<file path="src/design/rtfcr_pkg.sv">
/*
 * constants for the rail three / rail four control register slice:
 * register offsets, field positions and factory reset tables.
 * assumes one 8-bit register port driven by the host-side interface logic.
 */
package rtfcr_pkg;

    // register offsets
    localparam logic [7:0] ADDR_C_DECAY = 8'h22;
    localparam logic [7:0] ADDR_C_VOLT  = 8'h23;
    localparam logic [7:0] ADDR_C_SLEEP = 8'h24;
    localparam logic [7:0] ADDR_D_CTRL  = 8'h25;

    // field positions
    localparam int CODE_MSB    = 7;
    localparam int CODE_LSB    = 1;
    localparam int C_DECAY_BIT = 0;
    localparam int C_SLPEN_BIT = 0;
    localparam int D_SLPEN_MSB = 5;
    localparam int D_SLPEN_LSB = 4;
    localparam int D_MODE_BIT  = 1;
    localparam int D_DIS_BIT   = 0;

    // readable-bit masks, reserved read-only bits are zero
    localparam logic [7:0] MASK_C_VOLT = 8'hfe;
    localparam logic [7:0] MASK_D_CTRL = 8'h3f;

    // sleep enable encodings of rail d
    localparam logic [1:0] D_SLP_OFF = 2'h0;
    localparam logic [1:0] D_SLP_ON  = 2'h3;

    // sleep pin choices and their positions in the control input bus
    localparam logic       PIN_SEL_THREE = 1'b0;
    localparam logic       PIN_SEL_SIX   = 1'b1;
    localparam int         PIN_THREE_IDX = 2;
    localparam int         PIN_SIX_IDX   = 5;

    // factory reset tables, indexed by variant
    localparam logic [7:0] RST_C_DECAY [4] = '{8'h40, 8'h24, 8'h38, 8'h40};
    localparam logic [7:0] RST_C_VOLT  [4] = '{8'h40, 8'h24, 8'h38, 8'h40};
    localparam logic [7:0] RST_C_SLEEP [4] = '{8'h40, 8'h24, 8'h41, 8'h40};
    localparam logic [7:0] RST_D_CTRL  [4] = '{8'h0f, 8'h3f, 8'h0f, 8'h0f};

    // value returned for an unmapped read
    localparam logic [7:0] RD_UNMAPPED = 8'h00;

endpackage : rtfcr_pkg

</file>
<file path="src/design/rtfcr_regs.sv">
/*
 * register bank and output decode for rail three (decay, normal and
 * sleep voltage codes) and rail four (sleep enable, mode, disable).
 * assumes the serial interface front end has turned host transfers into
 * single-cycle write and read strobes synchronous to clk, and that the
 * control input pins are already synchronous to clk.
 */
// Summary of operation
// - decay bit 0: 0 slews actively down, 1 lets the output decay passively.
// - rail three normal voltage code is bits 7:1 of its voltage register.
// - decay register bits 7:1 are spare read/write storage without function.
// - sleep voltage code in bits 7:1 applies only while sleep enable is 1.
// - sleep enable 0 uses normal code; 1 uses sleep code while pin low.
// - each rail has a factory-fixed sleep pin, input three or six, active low.
// - rail four sleep field 5:4: 00 normal always, 11 sleep when pin low.
// - rail four bit 1 selects automatic mode at 0, forced pwm at 1.
// - rail four bit 0 at 0 forces the rail off whatever the pins say.
module rtfcr_regs
    import rtfcr_pkg::*;
#(
    parameter logic [1:0] FACTORY_VARIANT = 2'h0,
    parameter logic       C_SLEEP_PIN     = PIN_SEL_THREE,
    parameter logic       D_SLEEP_PIN     = PIN_SEL_THREE
) (
    input  wire logic       clk,
    input  wire logic       nrst,
    input  wire logic [7:0] regAddr,
    input  wire logic [7:0] regWrData,
    input  wire logic       regWrEn,
    input  wire logic       regRdEn,
    input  wire logic [5:0] controlInputPins,
    input  wire logic       railDPinEnable,
    output logic      [7:0] regRdData,
    output logic            regRdValid,
    output logic      [6:0] railCTargetCode,
    output logic            railCDecayPassive,
    output logic            railCSleepActive,
    output logic            railDSleepActive,
    output logic            railDForcedPwm,
    output logic            railDEnable
);

    logic [7:0] cDecayQ;
    logic [7:0] cVoltQ;
    logic [7:0] cSleepQ;
    logic [7:0] dCtrlQ;
    logic [7:0] rdDataD;
    logic [7:0] rdAddrQ;
    logic       cPinLow;
    logic       dPinLow;
    logic       cSleepSel;
    logic       dSleepSel;
    logic [6:0] cCodeD;

    // picks the factory-assigned sleep pin and reports it low
    function automatic logic sleep_pin_low(input logic [5:0] pins, input logic sel);
        logic lvl;
        lvl = (sel == PIN_SEL_SIX) ? pins[PIN_SIX_IDX] : pins[PIN_THREE_IDX];
        return !lvl;
    endfunction : sleep_pin_low

    // write decode for one register
    function automatic logic wr_hit(input logic en, input logic [7:0] a,
                                    input logic [7:0] target);
        return en && (a == target);
    endfunction : wr_hit

    // rail three decay register, spare bits kept as plain storage
    always_ff @(posedge clk or negedge nrst) begin
        if (!nrst) begin
            cDecayQ <= RST_C_DECAY[FACTORY_VARIANT];
        end else if (wr_hit(regWrEn, regAddr, ADDR_C_DECAY)) begin
            cDecayQ <= regWrData;
        end
    end

    // rail three voltage register, bit 0 is read-only zero
    always_ff @(posedge clk or negedge nrst) begin
        if (!nrst) begin
            cVoltQ <= RST_C_VOLT[FACTORY_VARIANT] & MASK_C_VOLT;
        end else if (wr_hit(regWrEn, regAddr, ADDR_C_VOLT)) begin
            cVoltQ <= regWrData & MASK_C_VOLT;
        end
    end

    // rail three sleep register: sleep code and sleep enable
    always_ff @(posedge clk or negedge nrst) begin
        if (!nrst) begin
            cSleepQ <= RST_C_SLEEP[FACTORY_VARIANT];
        end else if (wr_hit(regWrEn, regAddr, ADDR_C_SLEEP)) begin
            cSleepQ <= regWrData;
        end
    end

    // rail four control; reserved codes are stored as written, the decode
    // below simply treats anything but 11 as sleep disabled
    always_ff @(posedge clk or negedge nrst) begin
        if (!nrst) begin
            dCtrlQ <= RST_D_CTRL[FACTORY_VARIANT] & MASK_D_CTRL;
        end else if (wr_hit(regWrEn, regAddr, ADDR_D_CTRL)) begin
            dCtrlQ <= regWrData & MASK_D_CTRL;
        end
    end

    // sleep selection per rail from its factory pin
    assign cPinLow   = sleep_pin_low(controlInputPins, C_SLEEP_PIN);
    assign dPinLow   = sleep_pin_low(controlInputPins, D_SLEEP_PIN);
    assign cSleepSel = cSleepQ[C_SLPEN_BIT] && cPinLow;
    assign dSleepSel = (dCtrlQ[D_SLPEN_MSB:D_SLPEN_LSB] == D_SLP_ON) && dPinLow;

    // target code mux: sleep code only with enable set and pin low
    always_comb begin
        if (cSleepSel) begin
            cCodeD = cSleepQ[CODE_MSB:CODE_LSB];
        end else begin
            cCodeD = cVoltQ[CODE_MSB:CODE_LSB];
        end
    end

    // rail three outputs, registered so the regulator never sees a glitch
    // while the host rewrites a code
    always_ff @(posedge clk or negedge nrst) begin
        if (!nrst) begin
            railCTargetCode   <= 7'h00;
            railCDecayPassive <= 1'b0;
            railCSleepActive  <= 1'b0;
        end else begin
            railCTargetCode   <= cCodeD;
            railCDecayPassive <= cDecayQ[C_DECAY_BIT];
            railCSleepActive  <= cSleepSel;
        end
    end

    // rail four outputs; the disable bit overrides any pin request
    always_ff @(posedge clk or negedge nrst) begin
        if (!nrst) begin
            railDSleepActive <= 1'b0;
            railDForcedPwm   <= 1'b0;
            railDEnable      <= 1'b0;
        end else begin
            railDSleepActive <= dSleepSel;
            railDForcedPwm   <= dCtrlQ[D_MODE_BIT];
            railDEnable      <= dCtrlQ[D_DIS_BIT] && railDPinEnable;
        end
    end

    // read mux, reserved bits come back as zero
    always_comb begin
        unique case (regAddr)
            ADDR_C_DECAY: rdDataD = cDecayQ;
            ADDR_C_VOLT:  rdDataD = cVoltQ & MASK_C_VOLT;
            ADDR_C_SLEEP: rdDataD = cSleepQ;
            ADDR_D_CTRL:  rdDataD = dCtrlQ & MASK_D_CTRL;
            default:      rdDataD = RD_UNMAPPED;
        endcase
    end

    // read answer one cycle after the strobe; a write in the same cycle is
    // not yet visible, which keeps the read path free of a write bypass
    always_ff @(posedge clk or negedge nrst) begin
        if (!nrst) begin
            regRdData  <= 8'h00;
            regRdValid <= 1'b0;
            rdAddrQ    <= 8'h00;
        end else begin
            regRdValid <= regRdEn;
            if (regRdEn) begin
                regRdData <= rdDataD;
                rdAddrQ   <= regAddr;
            end
        end
    end

    // pin index of each rail's factory sleep input, kept apart from the
    // decode function so the checks below do not reuse the logic they watch
    localparam int C_PIN_IDX = (C_SLEEP_PIN == PIN_SEL_SIX) ? PIN_SIX_IDX : PIN_THREE_IDX;
    localparam int D_PIN_IDX = (D_SLEEP_PIN == PIN_SEL_SIX) ? PIN_SIX_IDX : PIN_THREE_IDX;
endmodule : rtfcr_regs

</file>
<file path="config.mk">
export PLATFORM = sky130hd
export DESIGN_NAME = rtfcr_regs
export DESIGN_NICKNAME = d
export VERILOG_FILES = /design/src/design/rtfcr_pkg.sv /design/src/design/rtfcr_regs.sv
export SDC_FILE = /design/constraint.sdc
export NUM_CORES = 1
export LEC_CHECK = 0
export BUFFER_PORTS_ARGS = -buffer_cell sky130_fd_sc_hd__clkbuf_2
export CAP_MARGIN = 40
export CORE_UTILIZATION = 35
export CTS_BUF_LIST = sky130_fd_sc_hd__clkbuf_8
export DETAILED_ROUTE_END_ITERATION = 10
export PLACE_DENSITY = 0.65
export SLEW_MARGIN = 25
export SYNTH_ARGS = -nofsm -noshare
export SYNTH_HDL_FRONTEND = slang
export SYNTH_SLANG_ARGS = --single-unit
</file>
<file path="constraint.sdc">
create_clock -name clk -period 3.3 [get_ports clk]
set_input_delay 0 -clock clk [delete_from_list [all_inputs] [get_ports clk]]
set_output_delay 0 -clock clk [all_outputs]
set_load 0.02 [all_outputs]
</file>
**Word-level counts from Yosys, hierarchy flattened**

Cells that the tools add are included.

- Bits of input ports: 27
- Register bits: 50
- Logic and storage cells: 27
- Output and inout bits: 21

- Muxes and demuxes: 2
- Eq/ne operators: 5
- Reduce and logical (&&, ||, !) cells: 8

Operators by type and width:

| operator | number |
|---|---|
| 8-bit by 6-bit == test with 1-bit output, second input constant | 4 |
| 8-bit one-hot mux with 4 select lines | 1 |
| 1-bit logical AND | 7 |
| 7-bit two-way mux | 1 |
| 2-bit == test, second input constant | 1 |
| 1-bit logical NOT | 1 |

**Longest topological paths before layout**

Gate-level depths: netlist of the first run.

- Depth after elaboration: 3
- Mapped depth: 5
- Depth with buffers taken out: 3

**Least setup slack after synthesis of the first run**

Ideal clock, no wire load.

- Path kind: reg-to-reg
- From: reg cSleepQ[0]
- To: reg railCTargetCode[0]
- Cell stages (with the launch flop): 4
- Setup time: 0.125 ns
- Data required time: 3.175 ns
- Period minus slack after synthesis: 1.172 ns
- Setup slack: 2.128 ns
- Data arrival time: 1.047 ns
- Path buffers: 1
- Cells stage by stage: dfrtp_1 -> nand2b_1 -> clkbuf_1 -> mux2_2

- Word-level cells in the longest chain between the ends: 2

RTL lines:

| element | RTL line | source |
|---|---|---|
| from (decl) | rtfcr_regs.sv:45 | `logic [7:0] cSleepQ;` |
| from (signal assigned) | rtfcr_regs.sv:89 | `cSleepQ <= RST_C_SLEEP[FACTORY_VARIANT];` |
| from (signal assigned) | rtfcr_regs.sv:91 | `cSleepQ <= regWrData;` |
| 1-bit logical AND | rtfcr_regs.sv:108 | `assign cSleepSel = cSleepQ[C_SLPEN_BIT] && cPinLow;` |
| 7-bit two-way mux | rtfcr_regs.sv:113 | `if (cSleepSel) begin` |
| named net cCodeD[0] | rtfcr_regs.sv:53 | `logic [6:0] cCodeD;` |
| to (signal assigned) | rtfcr_regs.sv:128 | `railCTargetCode <= cCodeD;` |
| to (decl) | rtfcr_regs.sv:35 | `output logic [6:0] railCTargetCode,` |

The timed path passes the listed nets, and every way through them passes these cells.
A chain may end at the register's enable or synchronous reset.

**Worst setup path in the final report of the first run**

- From: in regAddr[0]
- To: reg cSleepQ[3]

- Word-level cells in the longest chain between the ends: 2

RTL lines:

| element | RTL line | source |
|---|---|---|
| from (decl) | rtfcr_regs.sv:27 | `input wire logic [7:0] regAddr,` |
| 8-bit by 6-bit == test with 1-bit output | rtfcr_regs.sv:65 | `return en && (a == target);` |
| 1-bit logical AND | rtfcr_regs.sv:65 |  |

No other way between the ends.

==> impl_metrics.tcl, run 1 <==
set metrics [dict create \
    status "complete, no violations" \
    ant_nets 0 \
    p_leak_uw 0.00131 \
    setup_tns_ns 0 \
    grt_pass1_vias 1375 \
    design.core.area_um2 5680 \
    nNetsFinal 232 \
    fin_hold_ws_ns 0.147 \
    synth-simple-area-share 0.0685 \
    path_clk_slew_ns 0.08 \
    seqPwrFrac 0.586 \
    synth_xor_area_frac 0 \
    drive_gt1_frac 0.490 \
    htree_levels 2 \
    internal-power_uw 858 \
    end_kind "register" \
    track_usage 0.142 \
    ys_ff_latch 50 \
    portBuffers 42 \
    switchingPower_uw 255 \
    dpl_worst_slack_ns 1.65 \
    synth_top_family_by_area "multiplexers" \
    hold_viol 0 \
    initial_utilization 0.373 \
    synth_top_area_cell "dfrtp_1" \
    antenna_found_initial 0 \
    critPathLaunchType "input pin" \
    die_h_um 79.8 \
    fin_crit_ns 1.33 \
    drt_wl_total_mm 4.10 \
    syn_nets 174 \
    yosysSeqAreaShare 0.594 \
    final_common_cell "dfrtp_1" \
    placementRows 27 \
    p_clk_frac 0.315 \
    post-route-worst-setup-slack_ns 1.97 \
    dp_hpwl_mm 2.84 \
    grt_max_degree 27 \
    synth.avg_cell_area_um2 14.4 \
    area_delta_synth_final_pct 23.7 \
    setup.worst_path.class "in -> reg" \
    synth_compound_area_frac 0.0584 \
    worst-endpoint-required_ns 3.49 \
    ys_warn_count 0 \
    worstPathArrival_ns 1.51 \
    synth_area_um2 2120 \
    max_freq_ghz 0.754 \
    clock_path_buffers 2 \
    dp_cells 258 \
    synth-adder-area-share 0 \
    relSlewSlack 0.576 \
    cts-root-buf "clkbuf_8" \
    hp-class "in -> reg" \
    final_cell_mix "dfrtp_1 (43), clkbuf_2 (42), mux2_2 (39), dlygate4sd3_1 (12)" \
    power_frac_comb 0.099 \
    vias 1342 \
    post-route-drc-count 0 \
    setup_violations 0 \
    nFillCells 528 \
    post_drt_wl_per_cell_um 14.7 \
    yosys-top-cells-area "dfrtp_1 (51%), mux2_2 (21%), dfstp_2 (8.7%)" \
    dr.first_iter.drc_count 56 \
    cap_violations 0 \
    switching_share 0.229 \
    layout.cells.non_filler 278 \
    sequential_cell_area_um2 1260 \
    synthMuxAreaShare 0.254 \
    rsz0062_at_grt "false" \
    yosysTopAreaCellShare 0.508 \
    grt-ovfl-total 0 \
    antennaDiodeCount 0 \
    die_w_um 79.8 \
    drtPass1Iterations 4 \
    drv_slew 0 \
    powerDensity_nw_per_um2 424 \
    cts_tree "done" \
    multi_input_area_um2 808 \
    ios 48 \
    fin_skew_ns 0.00346 \
    syn-instance-count 147 \
    yosysUniqueCellTypes 21 \
    cts_num_sinks 50 \
    cp_max_fo 17 \
    tightestPinTransition_ns 0.636 \
    grt_pass1_wl_mm 6.66 \
    gp_congestion 0.736 \
    fin_crit_sh 0.402 \
    clkLatencyLatePin_ns 0.30 \
    post_cts_resized 0 \
    dieArea_um2 6370 \
    numCtsBuffers 5 \
    vdd_drop_max_mv 0.198 \
    via_per_inst 4.83 \
]
## cell usage after synthesis
master,count
mux2i_1,10
dfrtp_1,43
a22oi_1,3
nor4b_4,1
nand2b_1,3
and2_1,1
o211ai_1,1
buf_2,2
buf_1,1
nor3b_1,2
nand3_2,2
dfstp_2,7
nor2b_1,4
nor2_1,1
nand4_2,2
inv_1,9
o22ai_1,8
clkbuf_1,1
o22a_1,5
nand2_1,2
mux2_2,39
## cell type report
type,count,share of cell area
sequential,50,0.481
inverter,9,0.0129
timing repair buffer,55,0.129
clock buffer,6,0.0315
tap,72,0.0344
clock inverter,2,0.00334
multi-input combinational,84,0.308
## worst max-delay path, cell delays in order
cell      delay [ns]
clkbuf_2        0.33
nor3b_1         0.51
nand3_2         0.31
mux2_2          0.36
## path summary, 6_finish.rpt
path,from,endpoint,slack (ns),cells past startpoint
max,regAddr[0],cSleepQ[3],1.97,4
min,regAddr[3],regRdData[6],0.15,4
max reg2reg,cSleepQ[0],railCTargetCode[6],2.00,2
min reg2reg,cDecayQ[0],railCDecayPassive,0.40,0
max in group asynchronous,nrst,dCtrlQ[0],2.24,3
min in group asynchronous,nrst,railCDecayPassive,0.25,2
## routing by layer
metal  track usage  part of all wire
met4        0.0589             0.016
met1         0.175              0.47
met2         0.237              0.48
met5             0                 0
met3        0.0320             0.030
## flip-flops by register name, indices dropped and copies added (netlist names)
name / cells
railDEnable: 1
regRdData: 8
cDecayQ: 8
railCDecayPassive: 1
regRdValid: 1
cSleepQ: 8
railDForcedPwm: 1
cVoltQ: 7
railCTargetCode: 7
dCtrlQ: 6
railDSleepActive: 1
railCSleepActive: 1
## cells by family (layout without fill, tap and decap cells)
logic type      Yosys count  after routing
buf+inv                  13             72
simple gates             18             18
compound gates           17             17
flops                    50             50
mux                      49             49
## per-stage QoR
| stage | power [µW] | util | instance area, µm² |
|---|---|---|---|
| global route | 1170 | 0.462 | 2620 |
| finish | 1110 | 0.462 | 2620 |
| detailed placement | 764 | 0.425 | 2410 |
| global placement | 763 | 0.425 | 2410 |
| CTS | 1130 | 0.462 | 2620 |
| floorplan | 715 | - | 2120 |
## repair_timing
item	4_1_cts	5_1_grt
hold buffers	12	0
setup buffers	0	0
hold endpoints to repair	51	0
## power groups by stage
| stage | combinational, µW | clock [µW] | sequential, µW |
|---|---|---|---|
| 2_1_floorplan | 46.6 | 0 | 669 |
| 3_3_place_gp | 99.9 | 0 | 663 |
| 3_5_place_dp | 100 | 0 | 664 |
| 4_1_cts | 112 | 368 | 652 |
| 5_1_grt | 120 | 392 | 655 |
| 6_report | 110 | 351 | 651 |
(Power assumes the default switching activity.)
==> inputs of run 2 (changes only) <==
--- a/config.mk
+++ b/config.mk
@@ -10,7 +10,7 @@
 export CORE_UTILIZATION = 35
 export CTS_BUF_LIST = sky130_fd_sc_hd__clkbuf_8
 export DETAILED_ROUTE_END_ITERATION = 10
-export PLACE_DENSITY = 0.65
+export PLACE_DENSITY = 0.67
 export SLEW_MARGIN = 25
 export SYNTH_ARGS = -nofsm -noshare
 export SYNTH_HDL_FRONTEND = slang
==> constraint.sdc (replaced) <==
create_clock -name clk -period 1.15 [get_ports clk]
set_input_delay 0 -clock clk [delete_from_list [all_inputs] [get_ports clk]]
set_output_delay 0 -clock clk [all_outputs]
set_load 0.02 [all_outputs]
==> impl_metrics.tcl, run 2 (synthesis results as in run 1) <==
set metrics [dict create \
    path_cells "nand2b_1 -> buf_12 -> mux2_2" \
    drv_slew 0 \
    post-route-drc-count 0 \
    placementRows 27 \
    antennaDiodeCount 0 \
    cts_num_sinks 50 \
    hold_viol 0 \
    cts_tree "done" \
    grt-ovfl-total 0 \
    numCtsBuffers 5 \
    setup_tns_ns 0 \
    cts-root-buf "clkbuf_8" \
    worst-endpoint-required_ns 1.33 \
    dpl_worst_slack_ns -0.180 \
    drive_gt1_frac 0.525 \
    ant_nets 0 \
    grt_pass1_wl_mm 7.29 \
    cpMaxStageDelayCell "dfrtp_1" \
    cap_violations 0 \
    hp-class "in -> reg" \
    cp_max_fo 8 \
    r2r_cells 3 \
    grt_max_degree 51 \
    relSlewSlack 0.760 \
    vdd_drop_max_mv 0.502 \
    max_freq_ghz 0.912 \
    path_clk_slew_ns 0.09 \
    worstHoldStart "regAddr[3]" \
    hold_depth 4 \
    area_delta_synth_final_pct 30.8 \
    track_usage 0.152 \
    via_per_inst 4.78 \
    die_h_um 79.8 \
    r2r-start "cSleepQ[0]" \
    tightestPinTransition_ns 0.359 \
    antenna_found_initial 0 \
    setup.worst_path.class "reg -> reg" \
    finalPower_uw 3420 \
    powerDensity_nw_per_um2 1230 \
    dieArea_um2 6370 \
    critPathMaxStageDelay_ns 0.40 \
    ios 48 \
    seqPwrFrac 0.547 \
    nNetsFinal 245 \
    vias 1390 \
    holdPathEnd "regRdData[6]" \
    layout.cells.non_filler 291 \
    dp_cells 271 \
    clkLatencyLatePin_ns 0.30 \
    switching_share 0.224 \
    switchingPower_uw 766 \
    r2r-end "railCTargetCode[2]" \
    grt_pass1_vias 1480 \
    end_kind "register" \
    post_drt_wl_per_cell_um 14.9 \
    dr.first_iter.drc_count 71 \
    design.core.area_um2 5680 \
    dp_hpwl_mm 3.08 \
    htree_levels 2 \
    worstPathArrival_ns 1.28 \
    drtPass1Iterations 4 \
    initial_utilization 0.373 \
    gp_congestion 0.747 \
    fin_crit_ns 1.10 \
    critPathLaunchType "register" \
    drt_wl_total_mm 4.34 \
    internal-power_uw 2650 \
    reg2reg_slack_ns 0.05 \
    die_w_um 79.8 \
    status "complete, no violations" \
    final_cell_mix "dfrtp_1 (43), clkbuf_2 (41), mux2_2 (38), dlygate4sd3_1 (12), buf_4 (12)" \
    final_common_cell "dfrtp_1" \
    post-route-worst-setup-slack_ns 0.0535 \
    rsz0062_at_grt "false" \
    setup_violations 0 \
    top_regs "cDecayQ (8), cSleepQ (8), regRdData (8)" \
    p_clk_frac 0.350 \
    portBuffers 42 \
    power_frac_comb 0.103 \
    fin_crit_sh 0.954 \
    p_leak_uw 0.00140 \
    clock_path_buffers 2 \
    fin_skew_ns 0.00912 \
]
## run 2: changes by cell type in the layout (fill, tap and decap cells not counted), sizes merged
cell / before / now
buf: 1 / 14
bufinv: 0 / 1
clkbuf: 48 / 47
clkinv: 1 / 0
clkinvlp: 0 / 1
## run 2: stage by stage
stage / hold slack (ns) / instance area [µm²] / utilization
finish: 0.119 / 2770 / 0.488
CTS: 0.134 / 2760 / 0.487
floorplan: -0.296 / 2120 / -
global route: 0.178 / 2770 / 0.488
global placement: 0.0114 / 2530 / 0.446
detailed placement: 0.0138 / 2530 / 0.446
## run 2: layout make-up
cell class / instances / area (µm²)
sequential: 50 / 1260
fill: 514 / 2900
tap: 72 / 90.1
clock inverter: 3 / 41.3
clock buffer: 5 / 68.8
multi-input combinational: 84 / 815
inverter: 9 / 33.8
timing repair buffer: 68 / 463
## run 2: worst max-delay path by stage
stage	start	to	slack, ns	cells past startpoint
2_1_floorplan	regAddr[0]	cSleepQ[0]	0.03	4
6_report	cSleepQ[0]	railCTargetCode[2]	0.05	3
3_5_place_dp	regAddr[4]	cVoltQ[1]	-0.18	5
3_3_place_gp	regAddr[4]	cVoltQ[1]	-0.19	5
4_1_cts	cSleepQ[0]	railCTargetCode[5]	0.04	3
5_1_grt	cSleepQ[0]	railCTargetCode[2]	0.003	3
## run 2: timing repair
item                       4_1_cts  5_1_grt
buffers inserted                 0        0
resized for setup                0        4
hold buffers                    12        0
setup endpoints to repair        0        9
hold endpoints to repair        79        0
## run 2: metal layers
metal | up-vias | routed length (µm) | track usage
met5 | - | 0 | 0
met4 | 0 | 47 | 0.0429
met3 | 5 | 115 | 0.0343
met2 | 28 | 2150 | 0.258
met1 | 684 | 2030 | 0.191
li1 | 673 | - | -
## run 2: power by group through the flow
stage	Sequential, µW	Clock [µW]	Combinational [µW]
3_5_place_dp	1910	0	322
5_1_grt	1880	1290	387
2_1_floorplan	1920	0	134
6_report	1870	1200	352
4_1_cts	1870	1240	355
3_3_place_gp	1900	0	318
## run 2: critical path: cells and delay by family (launching register included)
kind	cells	cell delay [ns]
AND/OR/NAND/NOR	1	0.12
multiplexers	1	0.33
flip-flops	1	0.40
buffers and inverters	1	0.14
==> inputs of run 3 (changes only) <==
--- a/config.mk
+++ b/config.mk
@@ -6,11 +6,11 @@
 export NUM_CORES = 1
 export LEC_CHECK = 0
 export BUFFER_PORTS_ARGS = -buffer_cell sky130_fd_sc_hd__clkbuf_2
-export CAP_MARGIN = 40
-export CORE_UTILIZATION = 35
+export CAP_MARGIN = 25
+export CORE_UTILIZATION = 45
 export CTS_BUF_LIST = sky130_fd_sc_hd__clkbuf_8
 export DETAILED_ROUTE_END_ITERATION = 10
-export PLACE_DENSITY = 0.67
+export PLACE_DENSITY = 0.8
 export SLEW_MARGIN = 25
 export SYNTH_ARGS = -nofsm -noshare
 export SYNTH_HDL_FRONTEND = slang
==> constraint.sdc (replaced) <==
create_clock -name clk -period 1.15 [get_ports clk]
set_input_delay 0 -clock clk [delete_from_list [all_inputs] [get_ports clk]]
set_output_delay 0 -clock clk [all_outputs]
set_load 0.01 [all_outputs]
==> impl_metrics.tcl, run 3 (synthesis results as in run 1) <==
set metrics [dict create \
    status "complete, but fails checks" \
    violations "DRC" \
    ant_nets 0 \
    fin_crit_sh 0.990 \
    p_leak_uw 0.00137 \
    drtPass1Iterations 7 \
    crit_start "cSleepQ[0]" \
    setup_violations 0 \
    grt_pass1_wl_mm 6.96 \
    r2r_cells 3 \
    numCtsBuffers 5 \
    r2r-start "cSleepQ[0]" \
    p_clk_frac 0.332 \
    finalPower_uw 3300 \
    cp_max_fo 7 \
    dp_cells 248 \
    fin_skew_ns 0.0120 \
    track_usage 0.189 \
    post_drt_wl_per_cell_um 15.5 \
    antennaDiodeCount 0 \
    powerDensity_nw_per_um2 1220 \
    layout.cells.non_filler 268 \
    die_w_um 70.6 \
    grt-ovfl-total 0 \
    gp_congestion 0.745 \
    switchingPower_uw 795 \
    initial_utilization 0.477 \
    end_kind "register" \
    cts_tree "done" \
    vias 1380 \
    htree_levels 2 \
    final_area_um2 2710 \
    drt_wl_total_mm 4.15 \
    area_delta_synth_final_pct 28.0 \
    antenna_found_initial 0 \
    cpMaxStageDelayCell "dfrtp_1" \
    final_common_cell "dfrtp_1" \
    clkLatencyLatePin_ns 0.32 \
    dr.first_iter.drc_count 50 \
    via_per_inst 5.15 \
    post-route-drc-count 12 \
    hp-class "in -> async" \
    critPathLaunchType "register" \
    nFillCells 352 \
    grt_max_degree 39 \
    internal-power_uw 2510 \
    hold_viol 0 \
    fin_crit_ns 1.14 \
    seqPwrFrac 0.567 \
    drv_slew 0 \
    placementRows 24 \
    portBuffers 42 \
    worstPathArrival_ns 1.33 \
    path_clk_slew_ns 0.09 \
    grt_pass1_vias 1455 \
    design.core.area_um2 4440 \
    reg2reg_slack_ns 0.01 \
    cts_num_sinks 50 \
    setup.worst_path.class "reg -> reg" \
    die_h_um 70.6 \
    rsz0062_at_grt "true" \
    dieArea_um2 4990 \
    drive_gt1_frac 0.528 \
    tightestPinTransition_ns 0.344 \
    ios 48 \
    critPathMaxStageDelay_ns 0.40 \
    worst-endpoint-required_ns 1.34 \
    switching_share 0.241 \
    clock_path_buffers 2 \
    path_cells "nand2b_1 -> buf_12 -> mux2_2" \
    relSlewSlack 0.770 \
    max_freq_ghz 0.878 \
    cts-root-buf "clkbuf_8" \
    dpl_cell_area_um2 2480 \
    top_regs "cDecayQ (8), cSleepQ (8), regRdData (8)" \
    cap_violations 0 \
    nNetsFinal 242 \
    vdd_drop_max_mv 0.391 \
    final_cell_mix "dfrtp_1 (43), clkbuf_2 (41), mux2_2 (39), dlygate4sd3_1 (12), mux2i_1 (10)" \
    dp_hpwl_mm 2.96 \
    power_frac_comb 0.101 \
]
run 3: cell count changes in the layout (fill, tap and decap cells not counted), sizes merged:
cell and delta:
bufinv -1, buf -3, clkbuf +1
run 3: critical path: cells and delay by family, from the launching register on:
kind / cells / cell delay [ns]
buffers and inverters: 1 / 0.14
muxes: 1 / 0.34
DFF: 1 / 0.40
and+or+nand+nor: 1 / 0.14
run 3: path summary, 6_finish.rpt:
kind                                 endpoint
min in group clk                 regRdData[6]
min                              regRdData[3]
max reg2reg                railCTargetCode[4]
max in group asynchronous          cSleepQ[6]
min reg2reg                 railCDecayPassive
max                        railCTargetCode[4]
run 3: stage by stage:
| stage | util | hold WS, ns | worst slack, ns | TNS (ns) |
|---|---|---|---|---|
| finish | 0.611 | 0.102 | 0.0110 | 0 |
| global route | 0.611 | 0.139 | -0.0282 | -0.108 |
| CTS | 0.608 | 0.107 | 0.00813 | 0 |
| detailed placement | 0.559 | -0.0886 | -0.139 | -2.76 |
| global placement | 0.559 | -0.0938 | -0.114 | -2.36 |
| floorplan | - | -0.296 | 0.0257 | 0 |
run 3: metal layers:
metal	wire (µm)	global-route usage
met1	1760	0.210
met2	2170	0.345
met3	135	0.0442
met4	85	0.0822
met5	0	0
run 3: final cells by class:
class,instances,area [µm²],share of cell area
clock buffers,6,82.6,0.0304
repair buffers,65,440,0.162
inverters,9,33.8,0.0124
multi-input cells,84,816,0.301
well taps,52,65.1,0.0240
clock inverters,2,16.3,0.00599
flip-flops and latches,50,1260,0.464
run 3: timing repair:
action	CTS	global route
setup endpoints to repair	0	14
buffers inserted	0	0
hold buffers	12	0
resized for setup	0	4
hold endpoints to repair	75	0
run 3: power by group through the flow:
stage / Clock (µW) / Sequential [µW] / Combinational [µW]
final: 1100 / 1870 / 334
after global routing: 1190 / 1880 / 367
after CTS: 1120 / 1870 / 336
after detailed placement: 0 / 1900 / 303
after global placement: 0 / 1900 / 296
after floorplan: 0 / 1900 / 134
